File: src/tmc_map.vh
// Register map, field positions, reset values and count source codes for the timer
// mode/control/status block. Included by the core, the count source selector and the bench.
`ifndef TMC_MAP_VH
`define TMC_MAP_VH
`define TMC_ADDR_W 10
`define TMC_ADR_MODE 10'h120
`define TMC_ADR_CTRL1 10'h121
`define TMC_ADR_FLAGS 10'h123
`define TMC_ADR_EDGE 10'h124
`define TMC_ADR_CNT_LO 10'h126
`define TMC_ADR_CNT_HI 10'h127
`define TMC_ADR_GEN_BASE 10'h128
`define TMC_RST_MODE 8'h48
`define TMC_RST_CTRL1 8'h00
`define TMC_RST_FLAGS 8'h70
`define TMC_RST_EDGE 8'h00
`define TMC_MODE_WMASK 8'hbf
`define TMC_MODE_ONES 8'h40
`define TMC_FLAGS_ONES 8'h70
`define TMC_BIT_PIN_B_PULSE_SELECT 0
`define TMC_BIT_PIN_C_PULSE_SELECT 1
`define TMC_BIT_PIN_D_PULSE_SELECT 2
`define TMC_BIT_WAVE 3
`define TMC_BIT_BFC 4
`define TMC_BIT_BFD 5
`define TMC_BIT_START 7
`define TMC_BIT_COUNTER_CLEAR_SELECT 7
`define TMC_BIT_OVF 7
`define TMC_SRC_LSB 4
`define TMC_SRC_F1 3'h0
`define TMC_SRC_F2 3'h1
`define TMC_SRC_F4 3'h2
`define TMC_SRC_F8 3'h3
`define TMC_SRC_F32 3'h4
`define TMC_SRC_EXT 3'h5
`define TMC_SRC_FAST 3'h6
`define TMC_EDGE_RISE 2'h0
`define TMC_EDGE_FALL 2'h1
`endif

File: src/tmc_core.v
// Timer mode, control and status block with 16-bit counter and four channels.
// Assumes a simple strobe register port and pins synchronous to clk_in.
//
// Implementation choice: strobed register access.
`include "tmc_map.vh"
`timescale 1ns/100ps
`default_nettype none
module tmc_core #(
  parameter CNT_W = 16
) (
  input wire clk_in,
  input wire reset_in,
  input wire [9:0] addr_in,
  input wire [7:0] wdata_in,
  input wire wr_in,
  input wire rd_in,
  output reg [7:0] rdata_out,
  input wire [3:0] capture_sel_in,
  input wire [3:0] pin_in,
  input wire external_count_clock_in,
  input wire fast_onchip_osc_clock_in,
  output reg [3:0] pin_out,
  output reg [3:0] pin_oe_out,
  output wire [CNT_W-1:0] main_counter_out,
  output wire [3:0] pulse_mode_out,
  output wire triggered_wave_out,
  output wire [1:0] pairing_out,
  output wire running_out
);
  reg [7:0] mode_reg;
  reg [7:0] ctrl_reg;
  reg [7:0] edge_reg;
  reg [4:0] flag_reg;
  reg [4:0] flag_next;
  reg [4:0] seen_reg;
  reg [CNT_W-1:0] cnt_reg;
  reg [CNT_W-1:0] cnt_next;
  reg [3:0] pin_d_reg;
  reg [3:0] lvl_reg;
  reg rd_gen_reg;
  reg rd_lo_reg;
  reg [7:0] rd_mux_reg;
  wire tick;
  wire [4*CNT_W-1:0] gen_all;
  wire [CNT_W-1:0] gen_rd;
  wire gen_wr;
  wire [1:0] gen_idx;
  wire [3:0] cap_hit;
  wire [3:0] cmp_hit;
  wire [3:0] evt;
  wire ovf_evt;
  wire wave_mode;
  wire capture_a;
  wire clear_a;
  wire pair_c;
  wire pair_d;
  wire [3:0] eff_pwm;
  integer j;
  integer k;
  // Low byte of a general register staged until the high byte write
  reg [7:0] lo_hold_reg [0:3];
  // General registers fill one aligned block of eight bytes
  localparam [9:0] GEN_BASE = `TMC_ADR_GEN_BASE;

  ////////////////////////////////////////////////////////////////
  // Helpers
  function [CNT_W-1:0] gen_word;
    input [4*CNT_W-1:0] all;
    input integer idx;
    begin
      gen_word = all[idx*CNT_W +: CNT_W];
    end
  endfunction

  // Staged low byte for one general register
  function [7:0] lvl_hold;
    input [1:0] idx;
    begin
      lvl_hold = lo_hold_reg[idx];
    end
  endfunction

  // Edge match for one channel; two-bit field picks rising, falling or both
  function edge_hit;
    input [1:0] sel;
    input now;
    input was;
    begin
      case (sel)
        `TMC_EDGE_RISE: edge_hit = now & ~was;
        `TMC_EDGE_FALL: edge_hit = ~now & was;
        default: edge_hit = now ^ was;
      endcase
    end
  endfunction

  ////////////////////////////////////////////////////////////////
  // Mode decode
  assign wave_mode = ~mode_reg[`TMC_BIT_WAVE];
  // Pin select bits only count outside triggered waveform mode
  assign eff_pwm = {mode_reg[`TMC_BIT_PIN_D_PULSE_SELECT], mode_reg[`TMC_BIT_PIN_C_PULSE_SELECT],
                    mode_reg[`TMC_BIT_PIN_B_PULSE_SELECT], 1'b0} & {4{~wave_mode}};
  assign pair_c = mode_reg[`TMC_BIT_BFC];
  assign pair_d = mode_reg[`TMC_BIT_BFD];
  // Capture applies only in plain timer mode on a non-PWM channel
  assign capture_a = capture_sel_in[0] & ~wave_mode;
  // Clear select ignored while channel A captures
  assign clear_a = ctrl_reg[`TMC_BIT_COUNTER_CLEAR_SELECT] & ~capture_a;
  assign running_out = mode_reg[`TMC_BIT_START];
  assign pulse_mode_out = eff_pwm;
  assign triggered_wave_out = wave_mode;
  assign pairing_out = {pair_d, pair_c};
  assign main_counter_out = cnt_reg;

  ////////////////////////////////////////////////////////////////
  // Count source and general registers
  tmc_src_sel u_src (
    .clk_in(clk_in),
    .reset_in(reset_in),
    .run_in(mode_reg[`TMC_BIT_START]),
    .src_in(ctrl_reg[`TMC_SRC_LSB +: 3]),
    .fast_clk_in(fast_onchip_osc_clock_in),
    .ext_clk_in(external_count_clock_in),
    .tick_out(tick)
  );

  assign gen_wr = wr_in & (addr_in[9:3] == GEN_BASE[9:3]) & addr_in[0];
  assign gen_idx = addr_in[2:1];

  tmc_gen_mem #(
    .WIDTH(CNT_W)
  ) u_gen (
    .clk_in(clk_in),
    .reset_in(reset_in),
    .wr_en_in(gen_wr),
    .wr_idx_in(gen_idx),
    .wr_data_in({wdata_in, lvl_hold(gen_idx)}),
    .rd_idx_in(gen_idx),
    .rd_data_out(gen_rd),
    .all_out(gen_all)
  );

  ////////////////////////////////////////////////////////////////
  // Channel events
  genvar g;
  generate
    for (g = 0; g < 4; g = g + 1)
    begin : ch
      assign cap_hit[g] = capture_sel_in[g] & ~eff_pwm[g] & ~wave_mode &
                          edge_hit(edge_reg[2*g +: 2], pin_in[g], pin_d_reg[g]);
      assign cmp_hit[g] = ~(capture_sel_in[g] & ~eff_pwm[g] & ~wave_mode) & tick &
                          (cnt_reg == gen_word(gen_all, g));
    end
  endgenerate
  assign evt = cap_hit | cmp_hit;
  assign ovf_evt = tick & (cnt_reg == {CNT_W{1'b1}}) & ~(clear_a & cmp_hit[0]);

  // Counter next value
  always @*
  begin
    cnt_next = cnt_reg;
    if (tick)
    begin
      if (clear_a & cmp_hit[0])
        cnt_next = {CNT_W{1'b0}};
      else
        cnt_next = cnt_reg + {{(CNT_W-1){1'b0}}, 1'b1};
    end
  end

  // Flag update: a new event beats a clearing write in the same cycle
  always @*
  begin
    flag_next = flag_reg;
    if (wr_in && addr_in == `TMC_ADR_FLAGS)
      flag_next = flag_reg & ~(seen_reg & ~{wdata_in[`TMC_BIT_OVF], wdata_in[3:0]});
    flag_next = flag_next | {ovf_evt, evt};
  end

  ////////////////////////////////////////////////////////////////
  // Register writes and state
  always @(posedge clk_in)
  begin
    if (reset_in)
    begin
      mode_reg <= `TMC_RST_MODE;
      ctrl_reg <= `TMC_RST_CTRL1;
      edge_reg <= `TMC_RST_EDGE;
      flag_reg <= 5'h00;
      seen_reg <= 5'h00;
      cnt_reg <= {CNT_W{1'b0}};
      pin_d_reg <= 4'h0;
      lvl_reg <= 4'h0;
      for (j = 0; j < 4; j = j + 1)
        lo_hold_reg[j] <= 8'h00;
    end
    else
    begin
      flag_reg <= flag_next;
      cnt_reg <= cnt_next;
      pin_d_reg <= pin_in;
      // Remember flags read as 1; only those may be cleared later
      if (rd_in && addr_in == `TMC_ADR_FLAGS)
        seen_reg <= flag_reg;
      else if (wr_in && addr_in == `TMC_ADR_FLAGS)
        seen_reg <= 5'h00;
      if (wr_in)
      begin
        case (addr_in)
          `TMC_ADR_MODE: mode_reg <= wdata_in & `TMC_MODE_WMASK;
          `TMC_ADR_CTRL1: ctrl_reg <= wdata_in;
          `TMC_ADR_EDGE: edge_reg <= wdata_in;
          `TMC_ADR_CNT_LO: cnt_reg <= {cnt_reg[CNT_W-1:8], wdata_in};
          `TMC_ADR_CNT_HI: cnt_reg <= {wdata_in, cnt_reg[7:0]};
          default:
          begin
            if (addr_in[9:3] == GEN_BASE[9:3] && !addr_in[0])
              lo_hold_reg[gen_idx] <= wdata_in;
          end
        endcase
      end
      // Output level toggles on compare events; level bits ignored in capture
      for (j = 0; j < 4; j = j + 1)
      begin
        if (capture_sel_in[j] & ~eff_pwm[j] & ~wave_mode)
          lvl_reg[j] <= 1'b0;
        else if (cmp_hit[j])
          lvl_reg[j] <= ~lvl_reg[j];
      end
    end
  end

  ////////////////////////////////////////////////////////////////
  // Pin drive: level select sets polarity, capture channels release the pin
  always @*
  begin
    for (k = 0; k < 4; k = k + 1)
    begin
      pin_oe_out[k] = ~(capture_sel_in[k] & ~eff_pwm[k] & ~wave_mode);
      pin_out[k] = pin_oe_out[k] & (lvl_reg[k] ^ ctrl_reg[k]);
    end
  end

  ////////////////////////////////////////////////////////////////
  // Read path: data valid only the cycle after the strobe
  always @(posedge clk_in)
  begin
    if (reset_in)
    begin
      rd_mux_reg <= 8'h00;
      rd_gen_reg <= 1'b0;
      rd_lo_reg <= 1'b0;
    end
    else
    begin
      rd_gen_reg <= rd_in & (addr_in[9:3] == GEN_BASE[9:3]);
      rd_lo_reg <= ~addr_in[0];
      rd_mux_reg <= 8'h00;
      if (rd_in)
      begin
        case (addr_in)
          `TMC_ADR_MODE: rd_mux_reg <= mode_reg | `TMC_MODE_ONES;
          `TMC_ADR_CTRL1: rd_mux_reg <= ctrl_reg;
          `TMC_ADR_FLAGS: rd_mux_reg <= {flag_reg[4], 3'h7, flag_reg[3:0]};
          `TMC_ADR_EDGE: rd_mux_reg <= edge_reg;
          `TMC_ADR_CNT_LO: rd_mux_reg <= cnt_reg[7:0];
          `TMC_ADR_CNT_HI: rd_mux_reg <= cnt_reg[CNT_W-1:8];
          default: rd_mux_reg <= 8'h00;
        endcase
      end
    end
  end

  // Strobe-free cycles read zero
  always @*
  begin
    if (rd_gen_reg)
      rdata_out = rd_lo_reg ? gen_rd[7:0] : gen_rd[CNT_W-1:8];
    else
      rdata_out = rd_mux_reg;
  end
endmodule
`default_nettype wire

File: src/tmc_gen_mem.v
// Four 16-bit general registers A..D held in a small memory.
// Assumes one write port and one registered read port, both on clk_in.
`timescale 1ns/100ps
`default_nettype none
module tmc_gen_mem #(
  parameter WIDTH = 16
) (
  input wire clk_in,
  input wire reset_in,
  input wire wr_en_in,
  input wire [1:0] wr_idx_in,
  input wire [WIDTH-1:0] wr_data_in,
  input wire [1:0] rd_idx_in,
  output reg [WIDTH-1:0] rd_data_out,
  output wire [4*WIDTH-1:0] all_out
);
  reg [WIDTH-1:0] mem_reg [0:3];
  integer i;
  ////////////////////////////////////////////////////////////////
  // Write port plus registered read
  always @(posedge clk_in)
  begin
    if (reset_in)
    begin
      for (i = 0; i < 4; i = i + 1)
        mem_reg[i] <= {WIDTH{1'b1}};
      rd_data_out <= {WIDTH{1'b0}};
    end
    else
    begin
      if (wr_en_in)
        mem_reg[wr_idx_in] <= wr_data_in;
      rd_data_out <= mem_reg[rd_idx_in];
    end
  end
  // Flat view for compare logic
  assign all_out = {mem_reg[3], mem_reg[2], mem_reg[1], mem_reg[0]};
endmodule
`default_nettype wire

File: src/tmc_src_sel.v
// Count source selector: prescaler taps, fast clock and external edge.
// Assumes the fast oscillator and external clock are already synchronous levels.
`include "tmc_map.vh"
`timescale 1ns/100ps
`default_nettype none
module tmc_src_sel (
  input wire clk_in,
  input wire reset_in,
  input wire run_in,
  input wire [2:0] src_in,
  input wire fast_clk_in,
  input wire ext_clk_in,
  output reg tick_out
);
  reg [4:0] pre_reg;
  reg ext_d_reg;
  reg fast_d_reg;
  ////////////////////////////////////////////////////////////////
  // Prescaler and edge history; prescaler free runs so taps stay aligned
  always @(posedge clk_in)
  begin
    if (reset_in)
    begin
      pre_reg <= 5'h00;
      ext_d_reg <= 1'b0;
      fast_d_reg <= 1'b0;
    end
    else
    begin
      pre_reg <= pre_reg + 5'h01;
      ext_d_reg <= ext_clk_in;
      fast_d_reg <= fast_clk_in;
    end
  end
  // Tick decode per source code
  always @*
  begin
    case (src_in)
      `TMC_SRC_F1: tick_out = run_in;
      `TMC_SRC_F2: tick_out = run_in & (pre_reg[0] == 1'b1);
      `TMC_SRC_F4: tick_out = run_in & (pre_reg[1:0] == 2'h3);
      `TMC_SRC_F8: tick_out = run_in & (pre_reg[2:0] == 3'h7);
      `TMC_SRC_F32: tick_out = run_in & (pre_reg == 5'h1f);
      `TMC_SRC_EXT: tick_out = run_in & ext_clk_in & ~ext_d_reg;
      `TMC_SRC_FAST: tick_out = run_in & fast_clk_in & ~fast_d_reg;
      default: tick_out = 1'b0; // Prohibited code never counts
    endcase
  end
endmodule
`default_nettype wire

File: config.mk
export PLATFORM = sky130hd
export DESIGN_NAME = tmc_core
export DESIGN_NICKNAME = d
export VERILOG_FILES = /design/src/tmc_core.v /design/src/tmc_gen_mem.v /design/src/tmc_src_sel.v
export VERILOG_INCLUDE_DIRS = /design/src
export SDC_FILE = /design/constraint.sdc
export NUM_CORES = 1
export LEC_CHECK = 0
export ABC_AREA = 1
export ABC_CLOCK_PERIOD_IN_PS = 2500
export BUFFER_PORTS_ARGS = -buffer_cell sky130_fd_sc_hd__buf_2
export CAP_MARGIN = 25
export CORE_MARGIN = 2
export CORE_UTILIZATION = 35
export DETAILED_ROUTE_END_ITERATION = 12
export PLACE_DENSITY_LB_ADDON = 0.2
export SLEW_MARGIN = 20
export SYNTH_ARGS = -nofsm -noshare
export SYNTH_HDL_FRONTEND = slang
export SYNTH_SLANG_ARGS = --single-unit
File: constraint.sdc
create_clock -name clk_in -period 2.5 [get_ports clk_in]
set_clock_uncertainty 0.15 [all_clocks]
set_input_delay 0.125 -clock clk_in [delete_from_list [all_inputs] [get_ports clk_in]]
set_output_delay 0.125 -clock clk_in [all_outputs]
set_load 0.005 [all_outputs]
# Word-level counts from Yosys, hierarchy flattened
# Memory sizes are Yosys's and may differ from the RTL's. A register that Yosys moved wholly into a read port is not among the register bits.
# Index checks and enable logic that the tools add are counted.
# totals
ff_bits	75
ramBits	96
in_bits	32
mem_count	2
output_inout_bits	40
# op_classes
reduce_logical	21
bitwise_logic	90
eq_ne	27
add_sub_neg	2
mux	31
# memory_table
memory	words	width	rd	rd_clocked_by_memory_dff	wr	line	source
u_gen.mem_reg	4	16	5	1	4	tmc_gen_mem.v:17	reg [WIDTH-1:0] mem_reg [0:3];
lo_hold_reg	4	8	1	0	4	tmc_core.v:61	reg [7:0] lo_hold_reg [0:3];
# op_table
op	count
equality test 16 bit	4
two-way mux 16 bit	4
equality test 10 x 9 -> 1 bit (second input constant)	6
AND 1 bit	48
one-hot mux 8 bit (6 select lines)	1
one-hot mux 16 bit (2 select lines)	1
inverter 1 bit	27
two-way mux 8 bit	3
adder 16 x 1 -> 16 bit (second input constant)	1
equality test 16 bit (second input constant)	1
OR reduction 16 bit	1
two-way mux 5 bit	3
equality test 3 bit (second input constant)	4
two-way mux 1 bit	12
AND 5 bit	2
inverter 5 bit	2
OR reduction 2 bit	5
equality test 2 x 1 -> 1 bit (second input constant)	4
zero test 2 bit	4
one-hot mux 1 bit (2 select lines)	4
OR reduction 8 bit	1
bitwise XOR 1 bit	8
equality test 7 x 6 -> 1 bit (second input constant)	1
one-hot mux 1 bit (7 select lines)	1
other kinds (16)	23

# Longest topological paths before layout
# Gate-level depths: netlist of the first run.
# logic_depth
ltp_word	12
depth_mapped	17
ltp_nobuf	17

# Modules after synthesis
# Synthesis of the first run repeated with hierarchy kept, for this count alone.
# hier_totals
cells_unflattened	1291
area_unflattened_um2	10062.2
# modules_own_cells
mod	cells_per_inst	n_inst	area_each_um2	seq_area_each_um2
tmc_core	872	1	6204.7	2302.2
tmc_gen_mem	368	1	3515.9	2242.2
tmc_src_sel	51	1	341.6	140.1

# Least setup slack after synthesis of the first run
# No wires, ideal clock.
# synth_path
kind	input -> register
from	input port addr_in[7]
to	memory u_gen.mem_reg[1][0], enable pin
setup_slack_ns	-0.049
setup_time_ns	0.411
required_ns	1.939
path_stages	7
arrival_ns	1.988
cell_sequence	nor2_2 > nand3_2 > nor3_2 > nand2_1 > nor2_1 > inv_2 > o21ai_0
# synth_lines
item	line	source
from (decl)	tmc_core.v:13	input wire [9:0] addr_in,
to (decl)	tmc_gen_mem.v:17	

# Worst setup path in the final report of the first run
# layout_path
from	register u_src.pre_reg[0]
to	register lvl_reg[1]
# layout_between
elab_chain_cells	5
# layout_rtl
item	line	source
from (decl)	tmc_src_sel.v:15	reg [4:0] pre_reg;
from (signal assigned)	tmc_src_sel.v:30	pre_reg <= pre_reg + 5'h01;
equality test 5 bit (tied with other cells)	tmc_src_sel.v:43	`TMC_SRC_F32: tick_out = run_in & (pre_reg == 5'h1f);
AND 1 bit, on equally long branches	tmc_src_sel.v:43, tmc_src_sel.v:41, tmc_src_sel.v:42	
one-hot mux 1 bit (7 select lines) (*)	tmc_src_sel.v:38	case (src_in)
AND 1 bit (*) (2 in series)	tmc_core.v:151	assign cmp_hit[g] = ~(capture_sel_in[g] & ~eff_pwm[g] & ~wave_mode) & tick &
to (signal, indexed assignment)	tmc_core.v:228	lvl_reg[j] <= ~lvl_reg[j];
to (decl)	tmc_core.v:39	reg [3:0] lvl_reg;
# Every way passes the cells marked *; elsewhere a longest branch is shown, timed or not.
# A chain may end at the register's enable or synchronous reset.

==> results of run 1 <==
[worst max-delay path: cells and delay by family (launching register included)]
family	cells	cell delay, ns
adder cells (fa/ha/maj)	2	0.30
AND/OR/NAND/NOR	9	1.10
flip-flops	1	0.38
AO/OA/AOI/OAI	1	0.11
buffers and inverters	2	0.19
[worst paths after layout]
| check | start | to | slack, ns | cells past startpoint |
|---|---|---|---|---|
| setup / recovery | u_src.pre_reg[0] | lvl_reg[1] | 0.19 | 14 |
| hold / removal | reset_in | u_gen.mem_reg[3][13] | 0.02 | 3 |
| setup reg to reg | u_src.pre_reg[0] | lvl_reg[1] | 0.19 | 14 |
| hold reg to reg | u_src.pre_reg[0] | u_src.pre_reg[0] | 0.31 | 1 |
[per-stage QoR]
step	worst slack [ns]	power, mW
finish	0.187	6.71
global route	-0.000797	6.90
CTS	0.0887	6.75
detailed placement	0.127	3.91
global placement	0.157	3.91
floorplan	-0.0490	3.68
[final cells by class]
cell class | instances | share of cell area, %
flip-flops and latches | 186 | 41.0
clock buffers | 19 | 4.06
well taps | 341 | 3.73
inverters | 143 | 4.70
repair buffers | 154 | 9.07
clock inverters | 13 | 1.29
diodes | 1 | 0.0219
multi-input cells | 787 | 36.2
[per-layer routing]
metal	GRT usage [%]	part of all wire (%)
met1	34.3	45
met5	0	0
met2	35.4	43
met3	4.67	8.3
met4	10.4	3.4
[synth_stat cells, types with 17 or more instances]
library cell and number:
a21oi_1 94, a22oi_1 17, a31oi_1 19, buf_2 29, clkbuf_1 21, dfxtp_1 90
edfxtp_1 96, inv_1 123, nand2_1 221, nand3_1 70, nand4_1 18, nor2_1 116
nor3_1 27, o21ai_0 68, xnor2_1 24
[what timing repair did]
| action | 4_1_cts | 5_1_grt |
|---|---|---|
| endpoints found under the setup margin | 0 | 19 |
| hold endpoints to repair | 31 | 0 |
| buffers inserted | 0 | 3 |
| hold buffers | 16 | 0 |
| gates resized for setup | 0 | 11 |
[power by group]
| group | internal, mW | switching, mW | total (mW) |
|---|---|---|---|
| combinational | 0.166 | 0.349 | 0.515 |
| clock | 1.51 | 1.33 | 2.84 |
| sequential | 3.30 | 0.0535 | 3.35 |
[cells by family (layout without fill, tap and decap cells)]
family                   count (synthesis)  in the layout  synth area share, %
AND/OR/NAND/NOR                        496            496                 23.3
AO/OA/AOI/OAI                          240            240                 14.3
buffers and inverters                  205            329                 8.65
flip-flops                             186            186                 48.7
XOR/XNOR                                38             38                 3.46
adder cells (fa/ha/maj)                 12             12                 1.56
other                                    1              2               0.0389
==> out/results.tsv, run 1 <==
metric	value	unit
status	complete, no violations	
Final Setup Violations	0	
count of mapped cells out of synthesis	1178	
maximum clock path buffer count	2	
max reg flops	64	
Remaining DRCs	0	
slowest CP cell	dfxtp_4	
Async SR Flop Fraction	0	%
Core Area	27000	um^2
part of the cycle the worst path needs	92.5	%
setup tns final	0	ns
WHS	0.0226	ns
RD Place Congestion	0.919	
Max FO, Critical Path	4	
Post-synth top flop	edfxtp_1	
placed insts	1592	
Reg clk slew, reported paths	0.08	ns
Num Clock Sinks	186	
Synth area leader	edfxtp_1	
Wirelength per Cell	20.7	um
Clock Tree Root	clkbuf_16	
vias in the first global route	8222	
Lkg Pwr	4.49	nW
Crit Path Class	reg2reg	
H-tree Lvls	4	
area grow syn2layout	18.8	%
Hold Fails Final Rpt	0	
commonest non-fill, non-tap cell in the layout	nand2_1	
Slew HR	42.9	%
Routed WL	34.0	mm
antenna-violating nets left	0	
grt ovf	0	
critical-path cell list	ha_4 -> nand2_1 -> nor2_1 -> ha_1 -> inv_1 -> nand2_1 -> nand2_1 -> nand2_1 -> nand2_1 -> nor2_4 -> buf_12 -> nand4_1 -> or2_0 -> a21oi_1	
register area	4690	um^2
Die ar.	28900	um^2
DRT Pass-1 Iters	6	
pin count of the biggest net entering global routing	28	
Finished Core Util	42.5	%
Max Slew Vio Count	0	
# nets final	1333	
TritonCTS clock tree	built	
# rows	60	
layout cells sized above 1	17.4	%
post-synth top area share	29.9	%
first-pass GRT wire length	51.0	mm
# port buffers	70	
Crit path top cell by count	nand2_1	
worst min path class	in2reg	
chip height	170	um
post-route cell area	11400	um^2
Worst path max stage delay	0.38	ns
Req. time, crit path	2.72	ns
FMAX	432	MHz
Initial DRC Count	873	
Initial Util	35.7	%
total track usage	24.0	%
DP HPWL	25.3	mm
Slew @ Worst Pin	0.856	ns
antenna violations before repair	1	
sequential-to-total area share from yosys stat	48.7	%
syn_nets	1222	
most frequent cells in the layout	nand2_1, inv_1, nor2_1	
Final Instance Count excl. Fillers	1644	
post-synth cell types	52	
CP endpoint kind	flop	
multi-input logic area	4140	um^2
vias per std cell	5.35	
max-cap viol count	0	
Pwr per Cell Area	586	nW/um^2
Post-Syn Area	9630	um^2
Post-synth EDFFs	96	
die width	170	um
# fillers	2722	
Ports	72	
total number of yosys warnings	0	
worst vdd ir	0.432	mV
worst path arrival time	2.54	ns
Synth Area per Inst	8.17	um^2
crit path launch type	flop	
#FFs+latches synth	186	
CTS buffer count	17	
crit path time final	2.31	ns
vias	8801	
DP Area	10600	um^2
top cells by area, synth	edfxtp_1, dfxtp_1, nand2_1	
clk_lat worst skew	0.44	ns
Note: power is estimated with default switching activity, not from simulation.
==> inputs of run 2 (changes only) <==
REMOVE_ABC_BUFFERS = 1   (was unset)
==> run 2 against run 1 <==
Critical path depth shrank 2; clock power is essentially flat; largest cell class unchanged; sequential power is essentially flat; largest power group unchanged.
==> out/results.tsv, run 2 (synthesis results as in run 1) <==
metric	value	unit
Crit Path Class	in2reg	
Initial Util	35.7	%
Finished Core Util	42.7	%
Die ar.	28900	um^2
worst min path class	in2reg	
TritonCTS clock tree	built	
Max Slew Vio Count	0	
max-cap viol count	0	
HP Start	capture_sel_in[0]	
max reg flops	64	
worst path arrival time	2.37	ns
# nets final	1338	
H-tree Lvls	4	
commonest non-fill, non-tap cell in the layout	nand2_1	
Inserted Diodes	0	
vias in the first global route	8104	
Placement Setup Slack	0.132	ns
# fillers	2717	
FMAX	425	MHz
vias	8730	
# port buffers	70	
setup repair after global routing missed its margin	false	
antenna violations before repair	0	
chip height	170	um
Lkg Pwr	4.50	nW
Req. time, crit path	2.52	ns
Hold Fails Final Rpt	0	
Reg clk slew, reported paths	0.08	ns
clk_lat worst skew	0.45	ns
Final Setup Violations	0	
Routed WL	33.3	mm
Num Clock Sinks	186	
Worst R2R Path Depth	17	
Pwr per Cell Area	586	nW/um^2
DRT Pass-1 Iters	5	
maximum clock path buffer count	2	
Slew @ Worst Pin	0.891	ns
crit path launch type	primary input	
grt ovf	0	
antenna-violating nets left	0	
PnR Total Power	6.73	mW
R2R Setup Slk	0.17	ns
FF-to-FF Start	u_src.pre_reg[0]	
die width	170	um
Max FO, Critical Path	16	
worst vdd ir	0.384	mV
# rows	60	
vias per std cell	5.30	
first-pass GRT wire length	49.7	mm
CP endpoint kind	flop	
Clock Tree Root	clkbuf_16	
end of the critical path	u_gen.mem_reg[0][2]	
area grow syn2layout	19.4	%
status	complete, no violations	
CTS buffer count	17	
total track usage	23.3	%
Core Area	27000	um^2
part of the cycle the worst path needs	94.1	%
Wirelength per Cell	20.2	um
reg-to-reg endpoint	main_counter_out[14]	
layout cells sized above 1	17.1	%
Ports	72	
Slew HR	40.6	%
most frequent cells in the layout	nand2_1, inv_1, nor2_1	
Initial DRC Count	859	
DP HPWL	24.9	mm
RD Place Congestion	0.954	
pin count of the biggest net entering global routing	27	
Remaining DRCs	0	
Critical Path Start	addr_in[6]	
Worst Slack Setup Final	0.147	ns
crit path time final	2.35	ns
-- run 2: cell types whose count changed in the layout (fill, tap and decap cells not counted), moves of 2 or more --
cell | before | now
dlygate4sd3_1 | 16 | 21
clkinv_8 | 1 | 4
buf_12 | 1 | 3
clkinv_4 | 4 | 2
o21ai_0 | 64 | 66
-- run 2: worst min-delay path by stage --
| stage | to | slack (ns) | cells after the start |
|---|---|---|---|
| floorplan | rd_lo_reg | 0.04 | 1 |
| global placement | u_src.fast_d_reg | 0.19 | 3 |
| detailed placement | u_src.fast_d_reg | 0.20 | 3 |
| CTS | lvl_reg[1] | 0.1 | 4 |
| global route | main_counter_out[6] | 0.11 | 4 |
| finish | lvl_reg[0] | 0.1 | 4 |
-- run 2: timing repair --
item / CTS / global route
buffers inserted: 0 / 2
hold endpoints to repair: 37 / 0
resized for setup: 0 / 3
hold buffers: 21 / 0
setup endpoints to repair: 0 / 19
-- run 2: power by group --
group | switching, mW | leakage [nW] | internal (mW) | total [mW]
sequential | 0.0544 | 1.63 | 3.30 | 3.35
clock | 1.39 | 0.302 | 1.45 | 2.84
combinational | 0.359 | 2.57 | 0.179 | 0.538
-- run 2: area by class of cell --
| cell class | count | area, um^2 | share of cell area, % |
|---|---|---|---|
| Clock buffer | 17 | 425 | 3.70 |
| Clock inverter | 15 | 193 | 1.68 |
| Inverter | 143 | 543 | 4.72 |
| Multi-Input combinational cell | 787 | 4120 | 35.8 |
| Sequential cell | 186 | 4680 | 40.7 |
| Tap cell | 341 | 427 | 3.71 |
| Timing Repair Buffer | 159 | 1110 | 9.64 |
-- run 2: worst max-delay path: stages --
cell,delay [ns]
dlygate4sd3_1,0.53
buf_2,0.12
nor2_2,0.08
nand3_2,0.09
nor3_2,0.23
nand2_1,0.14
nor2_1,0.27
inv_2,0.14
nor2_8,0.15
nand3_2,0.10
clkinv_2,0.27
nand2_1,0.10
-- run 2: per-layer routing --
metal  share of wire [%]  track usage [%]  vias up  routed length [um]
li1                    -                -     4190                   -
met1                  45             33.7     4079               14900
met2                  44             35.2      418               14600
met3                 9.4             5.42       43                3120
met4                 1.9             5.98        0                 637
met5                   0                0        -                   0
-- run 2: metrics by stage --
step	area, um^2	cells	hold WS, ns	TNS (ns)
6_report	11500	1648	0.0958	0
5_1_grt	11500	1648	0.114	0
3_5_place_dp	10600	1593	0.203	0
3_3_place_gp	10600	1593	0.194	0
4_1_cts	11500	1646	0.0954	0
2_1_floorplan	9330	1116	0.0417	-5.70
